--- src/verilog/tsc_defs.svh ---
// Constants for the tone signalling control block
`ifndef TSC_DEFS_SVH
`define TSC_DEFS_SVH
`define TSC_CLK_HZ 100000000
`define TSC_TONE_HZ 22000
`define TSC_TONE_PERIOD_CYC (`TSC_CLK_HZ / `TSC_TONE_HZ)
`define TSC_START_DLY_HALF_CYC 1
`define TSC_STOP_DLY_CYC 1
`define TSC_DET_HOLD_CYC 2
`define TSC_OFS_CTRL_A 8'h00
`define TSC_OFS_CTRL_B 8'h04
`define TSC_OFS_STATUS 8'h08
`define TSC_BIT_SUPPLY_EN 0
`define TSC_BIT_CONT_TONE 1
`define TSC_BIT_TX_PATH 2
`define TSC_STAT_SEC_B_LSB 8
`define TSC_RESP_OKAY 2'h0
`define TSC_RESP_SLVERR 2'h2
`endif

--- src/verilog/tsc_pkg.sv ---
// Types for the tone signalling control block
package tsc_pkg;
   typedef enum logic [1:0] {
      TSC_KEY_IDLE,
      TSC_KEY_START,
      TSC_KEY_ON,
      TSC_KEY_STOP
   } tsc_key_type;
   typedef struct packed {
      logic supply_en;
      logic continuous_tone_bit;
      logic tx_path_bit;
      logic key_s1;
      logic key_s2;
      logic ttx_s1;
      logic ttx_s2;
      logic det_s1;
      logic det_s2;
      logic det_prev;
      tsc_key_type kst;
      logic [12:0] dcnt;
      logic [12:0] tcnt;
      logic phase;
      logic active;
      logic [13:0] det_cnt;
      logic rx;
   } tsc_sec_type;
   typedef struct packed {
      tsc_sec_type [1:0] sec;
      logic aw_full;
      logic [7:0] awaddr;
      logic w_full;
      logic [31:0] wdata;
      logic wstrb0;
      logic bvalid;
      logic [1:0] bresp;
      logic rvalid;
      logic [31:0] rdata;
      logic [1:0] rresp;
   } tsc_state_type;
endpackage

--- src/verilog/tsc_top.sv ---
// Tone signalling control: two sections behind an AXI4-Lite slave
//
// Local design decisions: register access over AXI4-Lite and the register addresses.
`timescale 1ns/1ps
`default_nettype none
`include "tsc_defs.svh"
module tsc_top #(
   parameter int TONE_PERIOD = `TSC_TONE_PERIOD_CYC
) (
   input wire logic aclk,
   input wire logic aresetn,
   input wire logic ce,
   input wire logic [7:0] awaddr,
   input wire logic awvalid,
   output logic awready,
   input wire logic [31:0] wdata,
   input wire logic [3:0] wstrb,
   input wire logic wvalid,
   output logic wready,
   output logic [1:0] bresp,
   output logic bvalid,
   input wire logic bready,
   input wire logic [7:0] araddr,
   input wire logic arvalid,
   output logic arready,
   output logic [31:0] rdata,
   output logic [1:0] rresp,
   output logic rvalid,
   input wire logic rready,
   input wire logic [1:0] tx_path_enable,
   input wire logic [1:0] tone_key_in,
   input wire logic [1:0] tone_detector_in,
   output logic [1:0] tone_tx_out,
   output logic [1:0] tone_tx_oe,
   output logic [1:0] dc_supply_out,
   output logic [1:0] rx_keyed_data_out
);
   // Delays measured in clock cycles, derived from the timebase
   localparam int START_CYC = (TONE_PERIOD * `TSC_START_DLY_HALF_CYC) / 2;
   localparam int STOP_CYC = TONE_PERIOD * `TSC_STOP_DLY_CYC;
   localparam int DET_CYC = TONE_PERIOD * `TSC_DET_HOLD_CYC;

   tsc_pkg::tsc_state_type st_ff;
   tsc_pkg::tsc_state_type nxt_st;

   // Effective transmit path: pin OR bus bit
   function automatic logic ttx_eff(input tsc_pkg::tsc_sec_type s);
      ttx_eff = s.ttx_s2 | s.tx_path_bit;
   endfunction

   // Keying counts as active from start delay end to stop delay end
   function automatic logic key_act(input tsc_pkg::tsc_sec_type s);
      key_act = (s.kst == tsc_pkg::TSC_KEY_ON) || (s.kst == tsc_pkg::TSC_KEY_STOP);
   endfunction

   // Per-section status nibble
   function automatic logic [3:0] sec_stat(input tsc_pkg::tsc_sec_type s);
      sec_stat = {s.rx, key_act(s), s.active, ttx_eff(s)};
   endfunction

   // Register read decode, unmapped addresses flagged
   function automatic logic [32:0] rd_dec(input tsc_pkg::tsc_state_type s,
                                          input logic [7:0] a);
      logic [31:0] d;
      logic err;
      d = 32'h0;
      err = 1'b0;
      case (a)
         `TSC_OFS_CTRL_A: begin
            d[`TSC_BIT_SUPPLY_EN] = s.sec[0].supply_en;
            d[`TSC_BIT_CONT_TONE] = s.sec[0].continuous_tone_bit;
            d[`TSC_BIT_TX_PATH] = s.sec[0].tx_path_bit;
         end
         `TSC_OFS_CTRL_B: begin
            d[`TSC_BIT_SUPPLY_EN] = s.sec[1].supply_en;
            d[`TSC_BIT_CONT_TONE] = s.sec[1].continuous_tone_bit;
            d[`TSC_BIT_TX_PATH] = s.sec[1].tx_path_bit;
         end
         `TSC_OFS_STATUS: begin
            d[3:0] = sec_stat(s.sec[0]);
            d[`TSC_STAT_SEC_B_LSB +: 4] = sec_stat(s.sec[1]);
         end
         default: begin
            err = 1'b1;
         end
      endcase
      rd_dec = {err, d};
   endfunction

   // Next state: sections then bus
   always_comb begin
      logic [32:0] rd;
      logic go;
      rd = 33'h0;
      go = 1'b0;
      nxt_st = st_ff;
      // Each section runs its own keying, tone and detector logic
      for (int i = 0; i < 2; i++) begin
         // Two-stage synchronisers on every pin input
         nxt_st.sec[i].key_s1 = tone_key_in[i];
         nxt_st.sec[i].key_s2 = st_ff.sec[i].key_s1;
         nxt_st.sec[i].ttx_s1 = tx_path_enable[i];
         nxt_st.sec[i].ttx_s2 = st_ff.sec[i].ttx_s1;
         nxt_st.sec[i].det_s1 = tone_detector_in[i];
         nxt_st.sec[i].det_s2 = st_ff.sec[i].det_s1;
         nxt_st.sec[i].det_prev = st_ff.sec[i].det_s2;
         nxt_st.sec[i].dcnt = st_ff.sec[i].dcnt + 13'h1;
         // Keying delay machine: half cycle on, full cycle off
         case (st_ff.sec[i].kst)
            tsc_pkg::TSC_KEY_IDLE: begin
               if (st_ff.sec[i].key_s2) begin
                  nxt_st.sec[i].kst = tsc_pkg::TSC_KEY_START;
                  nxt_st.sec[i].dcnt = 13'h0;
               end
            end
            tsc_pkg::TSC_KEY_START: begin
               // A glitch shorter than the delay never reaches the line
               if (!st_ff.sec[i].key_s2) begin
                  nxt_st.sec[i].kst = tsc_pkg::TSC_KEY_IDLE;
               end else if (st_ff.sec[i].dcnt == 13'(START_CYC - 1)) begin
                  nxt_st.sec[i].kst = tsc_pkg::TSC_KEY_ON;
               end
            end
            tsc_pkg::TSC_KEY_ON: begin
               if (!st_ff.sec[i].key_s2) begin
                  nxt_st.sec[i].kst = tsc_pkg::TSC_KEY_STOP;
                  nxt_st.sec[i].dcnt = 13'h0;
               end
            end
            tsc_pkg::TSC_KEY_STOP: begin
               if (st_ff.sec[i].key_s2) begin
                  nxt_st.sec[i].kst = tsc_pkg::TSC_KEY_ON;
               end else if (st_ff.sec[i].dcnt == 13'(STOP_CYC - 1)) begin
                  nxt_st.sec[i].kst = tsc_pkg::TSC_KEY_IDLE;
               end
            end
            default: begin
               nxt_st.sec[i].kst = tsc_pkg::TSC_KEY_IDLE;
            end
         endcase
         // Tone gate: supply on, path enabled, and tone bit or key
         nxt_st.sec[i].active = st_ff.sec[i].supply_en & ttx_eff(st_ff.sec[i])
                                & (st_ff.sec[i].continuous_tone_bit
                                   | key_act(st_ff.sec[i]));
         // Tone generator restarts in phase at each burst
         if (!st_ff.sec[i].active) begin
            nxt_st.sec[i].tcnt = 13'h0;
            nxt_st.sec[i].phase = 1'b0;
         end else if (st_ff.sec[i].tcnt == 13'(TONE_PERIOD / 2 - 1)) begin
            nxt_st.sec[i].tcnt = 13'h0;
            nxt_st.sec[i].phase = ~st_ff.sec[i].phase;
         end else begin
            nxt_st.sec[i].tcnt = st_ff.sec[i].tcnt + 13'h1;
         end
         // Envelope detector: any edge holds data high for two tone periods
         if (st_ff.sec[i].det_s2 != st_ff.sec[i].det_prev) begin
            nxt_st.sec[i].det_cnt = 14'(DET_CYC);
         end else if (st_ff.sec[i].det_cnt != 14'h0) begin
            nxt_st.sec[i].det_cnt = st_ff.sec[i].det_cnt - 14'h1;
         end
         nxt_st.sec[i].rx = st_ff.sec[i].supply_en
                            & (st_ff.sec[i].det_cnt != 14'h0);
      end
      // Write address and data captured in either order
      if (awvalid && awready) begin
         nxt_st.aw_full = 1'b1;
         nxt_st.awaddr = awaddr;
      end
      if (wvalid && wready) begin
         nxt_st.w_full = 1'b1;
         nxt_st.wdata = wdata;
         nxt_st.wstrb0 = wstrb[0];
      end
      // Commit once both halves are held
      if (st_ff.aw_full && st_ff.w_full && !st_ff.bvalid) begin
         go = 1'b1;
         nxt_st.aw_full = 1'b0;
         nxt_st.w_full = 1'b0;
         nxt_st.bvalid = 1'b1;
         nxt_st.bresp = `TSC_RESP_OKAY;
      end
      // Bus writes to control; status is read-only and refused
      if (go) begin
         if (st_ff.awaddr == `TSC_OFS_CTRL_A || st_ff.awaddr == `TSC_OFS_CTRL_B) begin
            for (int i = 0; i < 2; i++) begin
               if (st_ff.wstrb0 && st_ff.awaddr[2] == i[0]) begin
                  nxt_st.sec[i].supply_en = st_ff.wdata[`TSC_BIT_SUPPLY_EN];
                  nxt_st.sec[i].continuous_tone_bit = st_ff.wdata[`TSC_BIT_CONT_TONE];
                  nxt_st.sec[i].tx_path_bit = st_ff.wdata[`TSC_BIT_TX_PATH];
               end
            end
         end else begin
            nxt_st.bresp = `TSC_RESP_SLVERR;
         end
      end
      if (st_ff.bvalid && bready) begin
         nxt_st.bvalid = 1'b0;
      end
      // Reads answer one cycle after acceptance
      if (arvalid && arready) begin
         rd = rd_dec(st_ff, araddr);
         nxt_st.rvalid = 1'b1;
         nxt_st.rdata = rd[31:0];
         nxt_st.rresp = rd[32] ? `TSC_RESP_SLVERR : `TSC_RESP_OKAY;
      end else if (st_ff.rvalid && rready) begin
         nxt_st.rvalid = 1'b0;
      end
   end

   // Single state register; clock enable freezes everything
   always_ff @(posedge aclk) begin
      if (!aresetn) begin
         st_ff <= '0;
      end else if (ce) begin
         st_ff <= nxt_st;
      end
   end

   // Handshake outputs decoded from held state
   assign awready = !st_ff.aw_full && !st_ff.bvalid;
   assign wready = !st_ff.w_full && !st_ff.bvalid;
   assign arready = !st_ff.rvalid;
   assign bvalid = st_ff.bvalid;
   assign bresp = st_ff.bresp;
   assign rvalid = st_ff.rvalid;
   assign rdata = st_ff.rdata;
   assign rresp = st_ff.rresp;

   // Line-side outputs, all from flip-flops
   for (genvar g = 0; g < 2; g++) begin : g_sec
      assign tone_tx_out[g] = st_ff.sec[g].phase & st_ff.sec[g].active;
      assign tone_tx_oe[g] = st_ff.sec[g].active;
      // Supply line stays up whenever the section is enabled
      assign dc_supply_out[g] = st_ff.sec[g].supply_en;
      assign rx_keyed_data_out[g] = st_ff.sec[g].rx;
   end
endmodule
`default_nettype wire
--- config.mk ---
export PLATFORM = sky130hd
export DESIGN_NAME = tsc_top
export DESIGN_NICKNAME = d
export VERILOG_FILES = /design/src/verilog/tsc_pkg.sv /design/src/verilog/tsc_top.sv
export VERILOG_INCLUDE_DIRS = /design/src /design/src/verilog
export SDC_FILE = /design/constraint.sdc
export NUM_CORES = 1
export LEC_CHECK = 0
export BUFFER_PORTS_ARGS = -buffer_cell sky130_fd_sc_hd__buf_4
export CAP_MARGIN = 20
export CORE_ASPECT_RATIO = 2
export CORE_MARGIN = 3
export CORE_UTILIZATION = 40
export CTS_BUF_LIST = sky130_fd_sc_hd__clkbuf_2
export DETAILED_ROUTE_END_ITERATION = 10
export MAX_ROUTING_LAYER = met4
export PLACE_DENSITY_LB_ADDON = 0.2
export SLEW_MARGIN = 20
export SYNTH_ARGS = -nofsm -noshare
export SYNTH_HDL_FRONTEND = slang
export SYNTH_SLANG_ARGS = --single-unit
--- constraint.sdc ---
create_clock -name aclk -period 4.3 [get_ports aclk]
set_clock_uncertainty 0.2 [all_clocks]
set_input_delay 0.215 -clock aclk [delete_from_list [all_inputs] [get_ports aclk]]
set_output_delay 0.215 -clock aclk [all_outputs]
set_load 0.01 [all_outputs]
# --- After elaboration in Yosys (flattened, before gate mapping) ---
# Cells that the tools add are included.
op_classes:
  add_sub_neg: 6
  n_eq_ne: 27
  muxes: 43
  bitwise_logic: 15
  reduce_logical: 46
op_table:
  columns: ["operator", "n"]
  rows:
  - ["$mux 14", 6]
  - ["$mux 15", 4]
  - ["$add 13x1->13 const B", 4]
  - ["$eq 13x12->1 const B", 4]
  - ["$pmux 13 s2", 2]
  - ["$mux 34", 1]
  - ["$reduce_bool 14->1", 2]
  - ["$sub 14x1->14 const B", 2]
  - ["$eq 13x13->1 const B", 2]
  - ["$mux 13", 2]
  - ["$mux 2", 11]
  - ["$reduce_and 2->1", 11]
  - ["$eq 8x3->1 const B", 2]
  - ["$logic_not 8->1", 2]
  - ["$pmux 2 s4", 2]
  - ["$ne 3x3->1 const B", 4]
  - ["$reduce_bool 2->1", 6]
  - ["$logic_and 1x1->1", 11]
  - ["$mux 1", 11]
  - ["$reduce_and 5->1", 2]
  - ["$mux 9", 1]
  - ["$pmux 3 s3", 1]
  - ["$and 1x1->1", 8]
  - ["$eq 2x2->1 const B", 4]
  - ["other kinds (14)", 32]
totals:
  register_bits: 167
  output_inout_bits: 49
  wordCells: 181

# --- Longest topological paths before layout ---
# Gate-level depths: netlist of run 1.
logic_depth:
  depth_word: 5
  depth_mapped: 7
  mapped_depth_nobuf: 6

# --- Worst setup path after synthesis of run 1 ---
# OpenSTA, ideal clock, no wires.
synth_timing:
  path_kind: "register to register"
  startpoint: "register st_ff[82] (netlist bit)"
  endpoint: "register st_ff[83] (netlist bit)"
  arrival_time_ns: 1.738
  slack_ns: 2.220
  path_stages_with_launch: 8
  n_path_buf: 1
  cell_sequence: "dfxtp_1 > inv_1 > ha_1 > or4b_1 > buf_2 > o41a_1 > nor3_1 > a311oi_1"
synth_via:
  elab_chain_len: 3
  elab_cells_between_ends: 6
  classes_between: "1 x add/sub; 2 x mux; 3 x reduce/logical"
synth_rtl:
  columns: ["item", "line_no", "rtl"]
  rows:
  - ["from (decl)", "tsc_top.sv:43", "tsc_pkg::tsc_state_type st_ff;"]
  - ["from (signal assigned)", "tsc_top.sv:215", "st_ff <= nxt_st;"]
  - ["$sub 14x1->14 or $reduce_bool 14->1 (tied branches)", "tsc_top.sv:159, tsc_top.sv:158", null]
  - ["$mux 14 or $reduce_bool 2->1 (tied branches)", null, null]
  - ["$mux 14 or $reduce_and 2->1 (tied branches)", null, null]
# Parallel ways exist; a longest one is shown, timed or not. The select of a mux whose other input is x is not followed.
# A chain may end at the register's enable or synchronous reset.

# --- Worst setup path after layout of run 1 ---
layout_timing:
  startpoint: "input ce"
  endpoint: "register st_ff[41] (netlist bit)"
layout_via:
  elab_chain_len: 1
layout_rtl:
  columns: ["item", "line_no", "rtl"]
  rows:
  - ["from (decl)", "tsc_top.sv:12", "input wire logic ce,"]
  - ["$reduce_and 2->1 (no line)", null, null]
# No other way between the ends.

==> flow_summary.json, run 1 <==
{
  "status": "finished, final reports clean",
  "start_util_pct": 40.90,
  "holdPathEnd": "nxt_st[182]",
  "fin_tns_setup_ns": 0,
  "p_leak_uw": 0.002900,
  "max_slew_margin_pct": 42.87,
  "regArea_um2": 2743,
  "crit_required_ns": 4.65,
  "power_switching_uw": 1183,
  "power_frac_comb_pct": 32.7,
  "synth_seq_area_share_pct": 41.01,
  "numCtsBuffers": 17,
  "cp-end-kind": "flop",
  "p_per_area_nw_per_um2": 413.2,
  "synth_warnings": 0,
  "hold_depth": 4,
  "yosys-top-cells-area": "dfxtp_1, mux2i_1, nor2_1",
  "dpl-instance-area_um2": 7042,
  "drive_gt1_share_pct": 13.08,
  "clk_latency_ns": 0.66,
  "start_kind": "primary input",
  "sequentialPowerShare_pct": 48.6,
  "tightestPinTransition_ns": 0.8569,
  "via_per_inst": 5.369,
  "synth_edf_count": 0,
  "grt_max_degree": 58,
  "power.share.clock_pct": 18.6,
  "worstPathMaxFanout": 24,
  "wire_per_inst_um": 14.81,
  "pin_count": 115,
  "maxSlewViolCount": 0,
  "dieArea_um2": 18400,
  "n_fill_cell": 1606,
  "gp_routability_congestion": 0.8403,
  "syn_to_final_growth_pct": 15.08,
  "die_h_um": 188.9,
  "cts_tree": "built",
  "hp-start": "tone_detector_in[1]",
  "fin_nets": 918,
  "critPathKind": "primary input to flop",
  "coreArea_um2": 16350,
  "ys_async_sr_fraction_pct": 0,
  "ff2ff_setup_slack_ns": 1.58,
  "drc": 0,
  "dr_total_vias": 5696,
  "synthesis.area_um2": 6688,
  "root_buffer": "clkbuf_2",
  "syn_avg_cell_area_um2": 8.719,
  "hpwl_um": 10980,
  "hold_path_class": "primary input to flop",
  "ff2ff_path_depth": 6,
  "ys_ff_latch": 137,
  "rsz0062_at_grt": "false",
  "yosysUniqueCellTypes": 65,
  "synthCells": 767,
  "arrival_ns": 3.12,
  "grt_pass1_wl_um": 26480,
  "swShare_pct": 37.21,
  "r2r-start": "st_ff[82]",
  "min_period_ns": 2.769,
  "drtAntennaViolNets": 0,
  "multi_input_area_um2": 3488,
  "p_int_uw": 1997,
  "first_iter_violations": 218,
  "htree_levels": 4,
  "synth_ff_type": "dfxtp_1",
  "grt_pass1_vias": 5723,
  "synth_top_area_cell": "dfxtp_1",
  "antenna_found_initial": 1,
  "fmaxAchievable_ghz": 0.3611,
  "track_usage_pct": 17.80,
  "cts.path.max_buffers": 2,
  "numPortBuffers": 57,
  "stdcell_area_um2": 7696,
  "post-route-period-util_pct": 64.40,
  "rows": 66,
  "hold_viol_final": 0,
  "drv_cap": 0,
  "cts_sinks": 137,
  "r2r_end": "st_ff[90]",
  "dieWidth_um": 97.43,
  "dr.pass1.iters": 4,
  "wl_um": 15710,
  "gr-total-overflow": 0,
  "clk_pin_slew_ns": 0.19,
  "yosysTopAreaCellShare_pct": 41.01,
  "ir_worst_vdd_mv": 0.2222,
  "setup_violations": 0
}
-- stage by stage --
step	utilization, %	cells	hold WS (ns)	power, uW	worst slack, ns
global placement	43.07	980	0.2479	2507	1.719
detailed placement	43.07	980	0.2507	2559	1.677
CTS	47.05	1060	0.01363	3211	1.567
floorplan	-	791	0.1537	2379	2.220
global route	47.07	1061	0.05536	3405	1.451
finish	47.07	1061	0.1137	3180	1.531
-- flip-flops by register name, summed over array words and instances (netlist names), named ones only --
signal,count
st_ff,110
nxt_st,8
rdata,8
dc_supply_out,2
rx_keyed_data_out,2
tone_tx_oe,2
bresp,1
bvalid,1
rresp,1
rvalid,1
-- worst max-delay path by stage --
stage / from / end / slack, ns / depth (start not counted)
after floorplan: st_ff[82] / st_ff[83] / 2.22 / 7
after global placement: ce / st_ff[149] / 1.72 / 6
after detailed placement: ce / st_ff[149] / 1.68 / 6
after CTS: st_ff[82] / st_ff[90] / 1.57 / 6
after global routing: ce / st_ff[41] / 1.45 / 7
final: ce / st_ff[41] / 1.53 / 7
-- cell type report --
class,instances,share of cell area (%)
Multi-Input combinational cell,553,45.33
Clock inverter,10,0.7316
Clock buffer,21,1.366
Tap cell,204,3.317
Timing Repair Buffer,111,12.42
Inverter,24,1.171
Antenna cell,1,0.03252
Sequential cell,137,35.64
-- cells in the mapped netlist, types with 3 or more instances --
cell type,number
and4_1,12
nor4bb_1,3
a21oi_1,31
inv_1,24
or4_1,6
o21ai_0,21
or3_1,12
o22ai_1,3
nor4b_1,6
clkbuf_1,26
a311oi_1,3
nand4_1,15
dfxtp_1,137
ha_1,8
nand3_1,29
a31oi_1,4
and3_1,8
nor4_1,14
a41oi_1,3
nand2_1,45
or2_2,6
nor3_1,18
o2bb2ai_1,3
buf_4,42
buf_2,7
xnor2_1,27
a22oi_1,7
o31ai_1,6
nor2_1,107
and2_1,6
mux2i_1,42
nand2b_1,10
xor2_1,21
o31a_1,7
o211ai_1,5
-- power by group through the flow --
stage	combinational [uW]	clock [uW]	sequential [uW]
floorplan	847	0	1530
global placement	947	0	1560
detailed placement	990	0	1570
CTS	1030	633	1540
global route	1160	673	1570
finish	1040	593	1550
-- placed cells by master (no fill, tap or decap), types with 7 or more instances in the layout --
| cell type | instances |
|---|---|
| a21oi_1 | 31 |
| a22oi_1 | 7 |
| and3_1 | 8 |
| and4_1 | 12 |
| buf_4 | 62 |
| clkbuf_2 | 21 |
| conb_1 | 25 |
| dfxtp_1 | 137 |
| dlygate4sd3_1 | 49 |
| ha_1 | 8 |
| inv_1 | 23 |
| mux2i_1 | 42 |
| nand2_1 | 45 |
| nand2b_1 | 10 |
| nand3_1 | 29 |
| nand4_1 | 15 |
| nor2_1 | 107 |
| nor3_1 | 18 |
| nor4_1 | 14 |
| o21ai_0 | 20 |
| o31a_1 | 7 |
| or3_1 | 12 |
| xnor2_1 | 27 |
| xor2_1 | 21 |
-- what timing repair did --
item                      4_1_cts  5_1_grt
resized for setup               0        0
hold endpoints to repair       97        0
setup buffers                   0        0
hold buffers                   49        0
-- metal layers --
| metal | part of all wire [%] | routed length [um] | global-route usage [%] | vias to the layer above |
|---|---|---|---|---|
| met5 | 0 | 0 | - | - |
| met2 | 55 | 8708 | 33.18 | 125 |
| li1 | - | - | - | 2822 |
| met4 | 3.0 | 472 | 8.000 | 0 |
| met3 | 2.8 | 443 | 3.319 | 32 |
| met1 | 39 | 6089 | 17.66 | 2717 |
-- cells by family (layout without fill, tap and decap cells) --
| logic type | after synthesis | in the layout | synth area share (%) |
|---|---|---|---|
| AOI/OAI and AO/OA | 115 | 115 | 11.96 |
| xor gates and xnor gates | 48 | 48 | 6.286 |
| adders and majority gates | 8 | 8 | 1.497 |
| buffers and inverters | 101 | 166 | 8.269 |
| DFF | 137 | 137 | 41.01 |
| muxes | 42 | 42 | 6.286 |
| other | 1 | 26 | 0.05607 |
| and+or+nand+nor | 315 | 315 | 24.64 |
-- worst max-delay path, cell delays in order --
cell,delay [ns]
dlygate4sd3_1,0.53
buf_4,0.31
inv_1,0.35
nor4b_2,0.82
mux2i_1,0.27
dlygate4sd3_1,0.56
nor2_1,0.04
Note: power is estimated with default switching activity, not from simulation.
==> inputs of run 2 (changes only) <==
clock period = 2.6 ns   (was 4.3 ns; I/O delays follow)
==> flow_summary.json, run 2 (synthesis results as in run 1) <==
{
  "max_slew_margin_pct": 53.29,
  "rsz0062_at_grt": "false",
  "largest_register_ffs": 110,
  "grt_pass1_wl_um": 27370,
  "maxSlewViolCount": 0,
  "via_per_inst": 5.273,
  "whs_ns": 0.1513,
  "setup_violations": 0,
  "sequentialPowerShare_pct": 43.1,
  "power.share.clock_pct": 26.2,
  "grt_pass1_vias": 5994,
  "largest_register": "st_ff",
  "critical-path-max-stage-delay_ns": 0.57,
  "dr.pass1.iters": 5,
  "crit_chain": "ha_1 -> and4_4 -> o21ai_0 -> nand2_1 -> dlygate4sd3_1 -> nor2_1 -> dlygate4sd3_1",
  "dieWidth_um": 97.43,
  "pin_count": 115,
  "p_leak_uw": 0.003141,
  "cts.path.max_buffers": 2,
  "syn_to_final_growth_pct": 23.20,
  "gp_routability_congestion": 0.8805,
  "layout_commonest_cell": "dfxtp_1",
  "drv_cap": 0,
  "swShare_pct": 34.43,
  "dieArea_um2": 18400,
  "drive_gt1_share_pct": 14.35,
  "clk_pin_slew_ns": 0.22,
  "ff2ff_setup_slack_ns": 0.17,
  "tightestPinTransition_ns": 0.6957,
  "root_buffer": "clkbuf_2",
  "drtAntennaViolNets": 0,
  "antenna_found_initial": 1,
  "fin_tns_setup_ns": 0,
  "grt_max_degree": 51,
  "hold_path_class": "primary input to flop",
  "die_h_um": 188.9,
  "hp-start": "aresetn",
  "status": "finished, final reports clean",
  "power_switching_uw": 2045,
  "n_fill_cell": 1519,
  "worstPathMaxFanout": 4,
  "numPortBuffers": 57,
  "arrival_ns": 2.90,
  "clk_latency_ns": 0.71,
  "stdcell_area_um2": 8239,
  "htree_levels": 4,
  "cp_slowest_cell": "dlygate4sd3_1",
  "numCtsBuffers": 17,
  "cp-end-kind": "flop",
  "p_int_uw": 3895,
  "min_period_ns": 2.428,
  "r2r_end": "st_ff[157]",
  "critPathKind": "flop to flop",
  "cts_sinks": 137,
  "holdPathEnd": "st_ff[89]",
  "wire_per_inst_um": 14.69,
  "ir_worst_vdd_mv": 0.4235,
  "p_per_area_nw_per_um2": 720.9,
  "first_iter_violations": 191,
  "post-route-period-util_pct": 93.40,
  "fmaxAchievable_ghz": 0.4118,
  "cts_tree": "built",
  "fin_nets": 960,
  "hold_depth": 3,
  "r2r-start": "st_ff[153]",
  "crit_top_cell": "dlygate4sd3_1",
  "dpl-instance-area_um2": 7124,
  "dr_total_vias": 5821,
  "track_usage_pct": 18.45,
  "wl_um": 16220,
  "ff2ff_path_depth": 7,
  "drc": 0,
  "hpwl_um": 11270,
  "hold_viol_final": 0,
  "layout_common_cells": "dfxtp_1, nor2_1, dlygate4sd3_1, buf_4, nand2_1",
  "coreArea_um2": 16350,
  "power_frac_comb_pct": 30.7,
  "start_util_pct": 40.90,
  "gr-total-overflow": 0,
  "start_kind": "flop",
  "rows": 66,
  "crit_required_ns": 3.08
}
run 2: worst max path at each step:
stage | from | to | slack, ns
finish | st_ff[153] | st_ff[157] | 0.17
global route | st_ff[153] | st_ff[157] | 0.04
CTS | st_ff[153] | st_ff[157] | 0.12
detailed placement | st_ff[82] | st_ff[91] | 0.32
global placement | st_ff[82] | st_ff[83] | 0.35
floorplan | st_ff[82] | st_ff[83] | 0.52
run 2: power by group through the flow:
stage / registers [uW] / logic (uW) / clock network (uW)
2_1_floorplan: 2530 / 1400 / 0
5_1_grt: 2600 / 2020 / 1690
6_report: 2560 / 1820 / 1550
3_5_place_dp: 2590 / 1710 / 0
4_1_cts: 2550 / 1820 / 1610
3_3_place_gp: 2580 / 1680 / 0
run 2: area by class of cell:
cell class              instances  area (um^2)  share of cell area (%)
multi-input cells             553         3491                   42.37
clock inverters                14        220.2                   2.673
inverters                      24        90.09                   1.093
repair buffers                153         1346                   16.34
clock buffers                  18        90.09                   1.093
flip-flops and latches        137         2744                   33.30
well taps                     204        255.2                   3.098
diodes                          1        2.502                 0.03037
run 2: what timing repair did:
item,in CTS,in global routing
buffers inserted,0,1
setup endpoints to repair,0,1
resized for setup,0,2
hold buffers,79,0
endpoints found under the hold margin,127,0
run 2: routing by layer:
| layer | GRT usage, % | vias to the layer above | part of all wire (%) |
|---|---|---|---|
| met5 | - | - | 0 |
| met4 | 8.053 | 0 | 3.1 |
| met3 | 3.245 | 34 | 2.5 |
| met2 | 35.11 | 104 | 56 |
| met1 | 17.92 | 2788 | 39 |
| li1 | - | 2895 | - |
run 2: per-stage QoR:
| stage | util (%) | instances | worst slack [ns] | power (uW) |
|---|---|---|---|---|
| 2_1_floorplan | - | 791 | 0.5199 | 3934 |
| 3_3_place_gp | 43.57 | 991 | 0.3508 | 4256 |
| 3_5_place_dp | 43.57 | 991 | 0.3164 | 4305 |
| 4_1_cts | 50.31 | 1102 | 0.1230 | 5982 |
| 5_1_grt | 50.39 | 1104 | 0.03801 | 6309 |
| 6_report | 50.39 | 1104 | 0.1716 | 5940 |
run 2: critical path, delay by kind of cell (launching register included):
| family | cells | cell delay (ns) |
|---|---|---|
| AO/OA/AOI/OAI | 1 | 0.13 |
| buffers and inverters | 2 | 1.11 |
| adder cells (fa/ha/maj) | 1 | 0.24 |
| AND/OR/NAND/NOR | 3 | 0.35 |
| flip-flops | 1 | 0.37 |
==> inputs of run 3 (changes only) <==
CORE_UTILIZATION = 34   (was 40)
CTS_CLUSTER_DIAMETER = 120   (was default)
==> flow_summary.json, run 3 (synthesis results as in run 1) <==
{
  "status": "finished, final reports clean",
  "ff2ff_path_depth": 7,
  "whs_ns": 0.06816,
  "gp_routability_congestion": 0.7793,
  "ir_worst_vdd_mv": 0.4307,
  "hold_depth": 6,
  "min_period_ns": 2.516,
  "root_buffer": "clkbuf_2",
  "grt_max_degree": 37,
  "pin_count": 115,
  "htree_levels": 4,
  "max_slew_margin_pct": 56.60,
  "rsz0062_at_grt": "false",
  "power.share.clock_pct": 23.2,
  "worstPathMaxFanout": 5,
  "largest_register": "st_ff",
  "crit_chain": "inv_1 -> ha_1 -> nor4b_1 -> buf_4 -> o2111ai_1 -> o221a_2 -> dlygate4sd3_1",
  "setup_violations": 0,
  "tightestPinTransition_ns": 0.6464,
  "cts_tree": "built",
  "critical-path-max-stage-delay_ns": 0.55,
  "post-route-period-util_pct": 96.76,
  "layout_common_cells": "dfxtp_1, nor2_1, dlygate4sd3_1, buf_4, nand2_1",
  "swShare_pct": 35.28,
  "cp-end-kind": "flop",
  "hold_viol_final": 0,
  "critPathKind": "flop to flop",
  "crit_required_ns": 3.04,
  "drc": 0,
  "numCtsBuffers": 17,
  "p_per_area_nw_per_um2": 681.7,
  "maxSlewViolCount": 0,
  "antenna_found_initial": 1,
  "arrival_ns": 2.96,
  "hpwl_um": 11360,
  "wl_um": 16880,
  "cts_sinks": 137,
  "drive_gt1_share_pct": 14.89,
  "p_leak_uw": 0.003254,
  "hold_path_class": "primary input to flop",
  "n_fill_cell": 1952,
  "dieWidth_um": 105.2,
  "regArea_um2": 2748,
  "syn_to_final_growth_pct": 27.80,
  "sequentialPowerShare_pct": 43.9,
  "clk_latency_ns": 0.73,
  "cp_slowest_cell": "dlygate4sd3_1",
  "power_switching_uw": 2055,
  "rows": 72,
  "gr-total-overflow": 0,
  "drv_cap": 0,
  "cts.path.max_buffers": 2,
  "coreArea_um2": 19370,
  "numPortBuffers": 57,
  "fin_tns_setup_ns": 0,
  "first_iter_violations": 188,
  "dieArea_um2": 21490,
  "power_frac_comb_pct": 33.0,
  "dr_total_vias": 5917,
  "fmaxAchievable_ghz": 0.3975,
  "via_per_inst": 4.985,
  "wire_per_inst_um": 14.22,
  "track_usage_pct": 16.61,
  "die_h_um": 204.3,
  "largest_register_ffs": 110,
  "dr.pass1.iters": 4,
  "start_util_pct": 34.53,
  "multi_input_area_um2": 3495,
  "grt_pass1_wl_um": 28230,
  "start_kind": "flop",
  "clk_pin_slew_ns": 0.20,
  "p_int_uw": 3771,
  "grt_pass1_vias": 6030,
  "layout_commonest_cell": "dfxtp_1",
  "drtAntennaViolNets": 0,
  "fin_nets": 988
}
run 3: worst paths after layout:
path / startpoint / to / slack, ns
worst max-delay path: st_ff[83] / st_ff[90] / 0.08
worst min-delay path: ce / rdata[8] / 0.07
worst max register to register: st_ff[83] / st_ff[90] / 0.08
worst min register to register: rdata[8] / rdata[8] / 0.28
run 3: timing repair:
action,in CTS,in global routing
hold buffers,102,0
buffers inserted,0,0
endpoints found under the hold margin,132,0
endpoints found under the setup margin,0,5
gates resized for setup,0,7
run 3: cell type report:
type | instances | share of cell area [%]
well taps | 259 | 3.792
inverters | 24 | 1.054
multi-input cells | 553 | 40.89
clock buffers | 20 | 1.171
clock inverters | 12 | 1.771
flip-flops and latches | 137 | 32.15
repair buffers | 181 | 19.15
diodes | 1 | 0.02928
run 3: power by group through the flow:
stage          logic (uW)  clock network [uW]  registers [uW]
2_1_floorplan        1400                   0            2530
5_1_grt              2120                1490            2590
4_1_cts              1920                1410            2550
3_3_place_gp         1740                   0            2600
3_5_place_dp         1750                   0            2600
6_report             1920                1350            2560
run 3: routing by layer:
layer | up-vias | wire (um) | global-route usage (%)
li1 | 2947 | - | -
met1 | 2827 | 6839 | 16.86
met2 | 119 | 9149 | 30.65
met5 | - | 0 | -
met3 | 24 | 559 | 3.351
met4 | 0 | 332 | 7.039
run 3: worst max-delay path: cells and delay by family (launching register included):
kind	cells	cell delay, ns
simple gates	1	0.28
compound gates	2	0.58
fa+ha+maj	1	0.19
buf+inv	3	0.81
flops	1	0.39
run 3: through the flow:
stage / instances / cell area, um^2 / total power [uW] / util (%) / worst slack [ns]
finish: 1187 / 8547 / 5827 / 44.13 / 0.08411
global route: 1187 / 8547 / 6206 / 44.13 / 0.009390
CTS: 1186 / 8531 / 5884 / 44.04 / 0.03461
detailed placement: 1052 / 7238 / 4350 / 37.37 / 0.2937
global placement: 1052 / 7238 / 4335 / 37.37 / 0.3443
floorplan: 791 / 6778 / 3934 / - / 0.5199
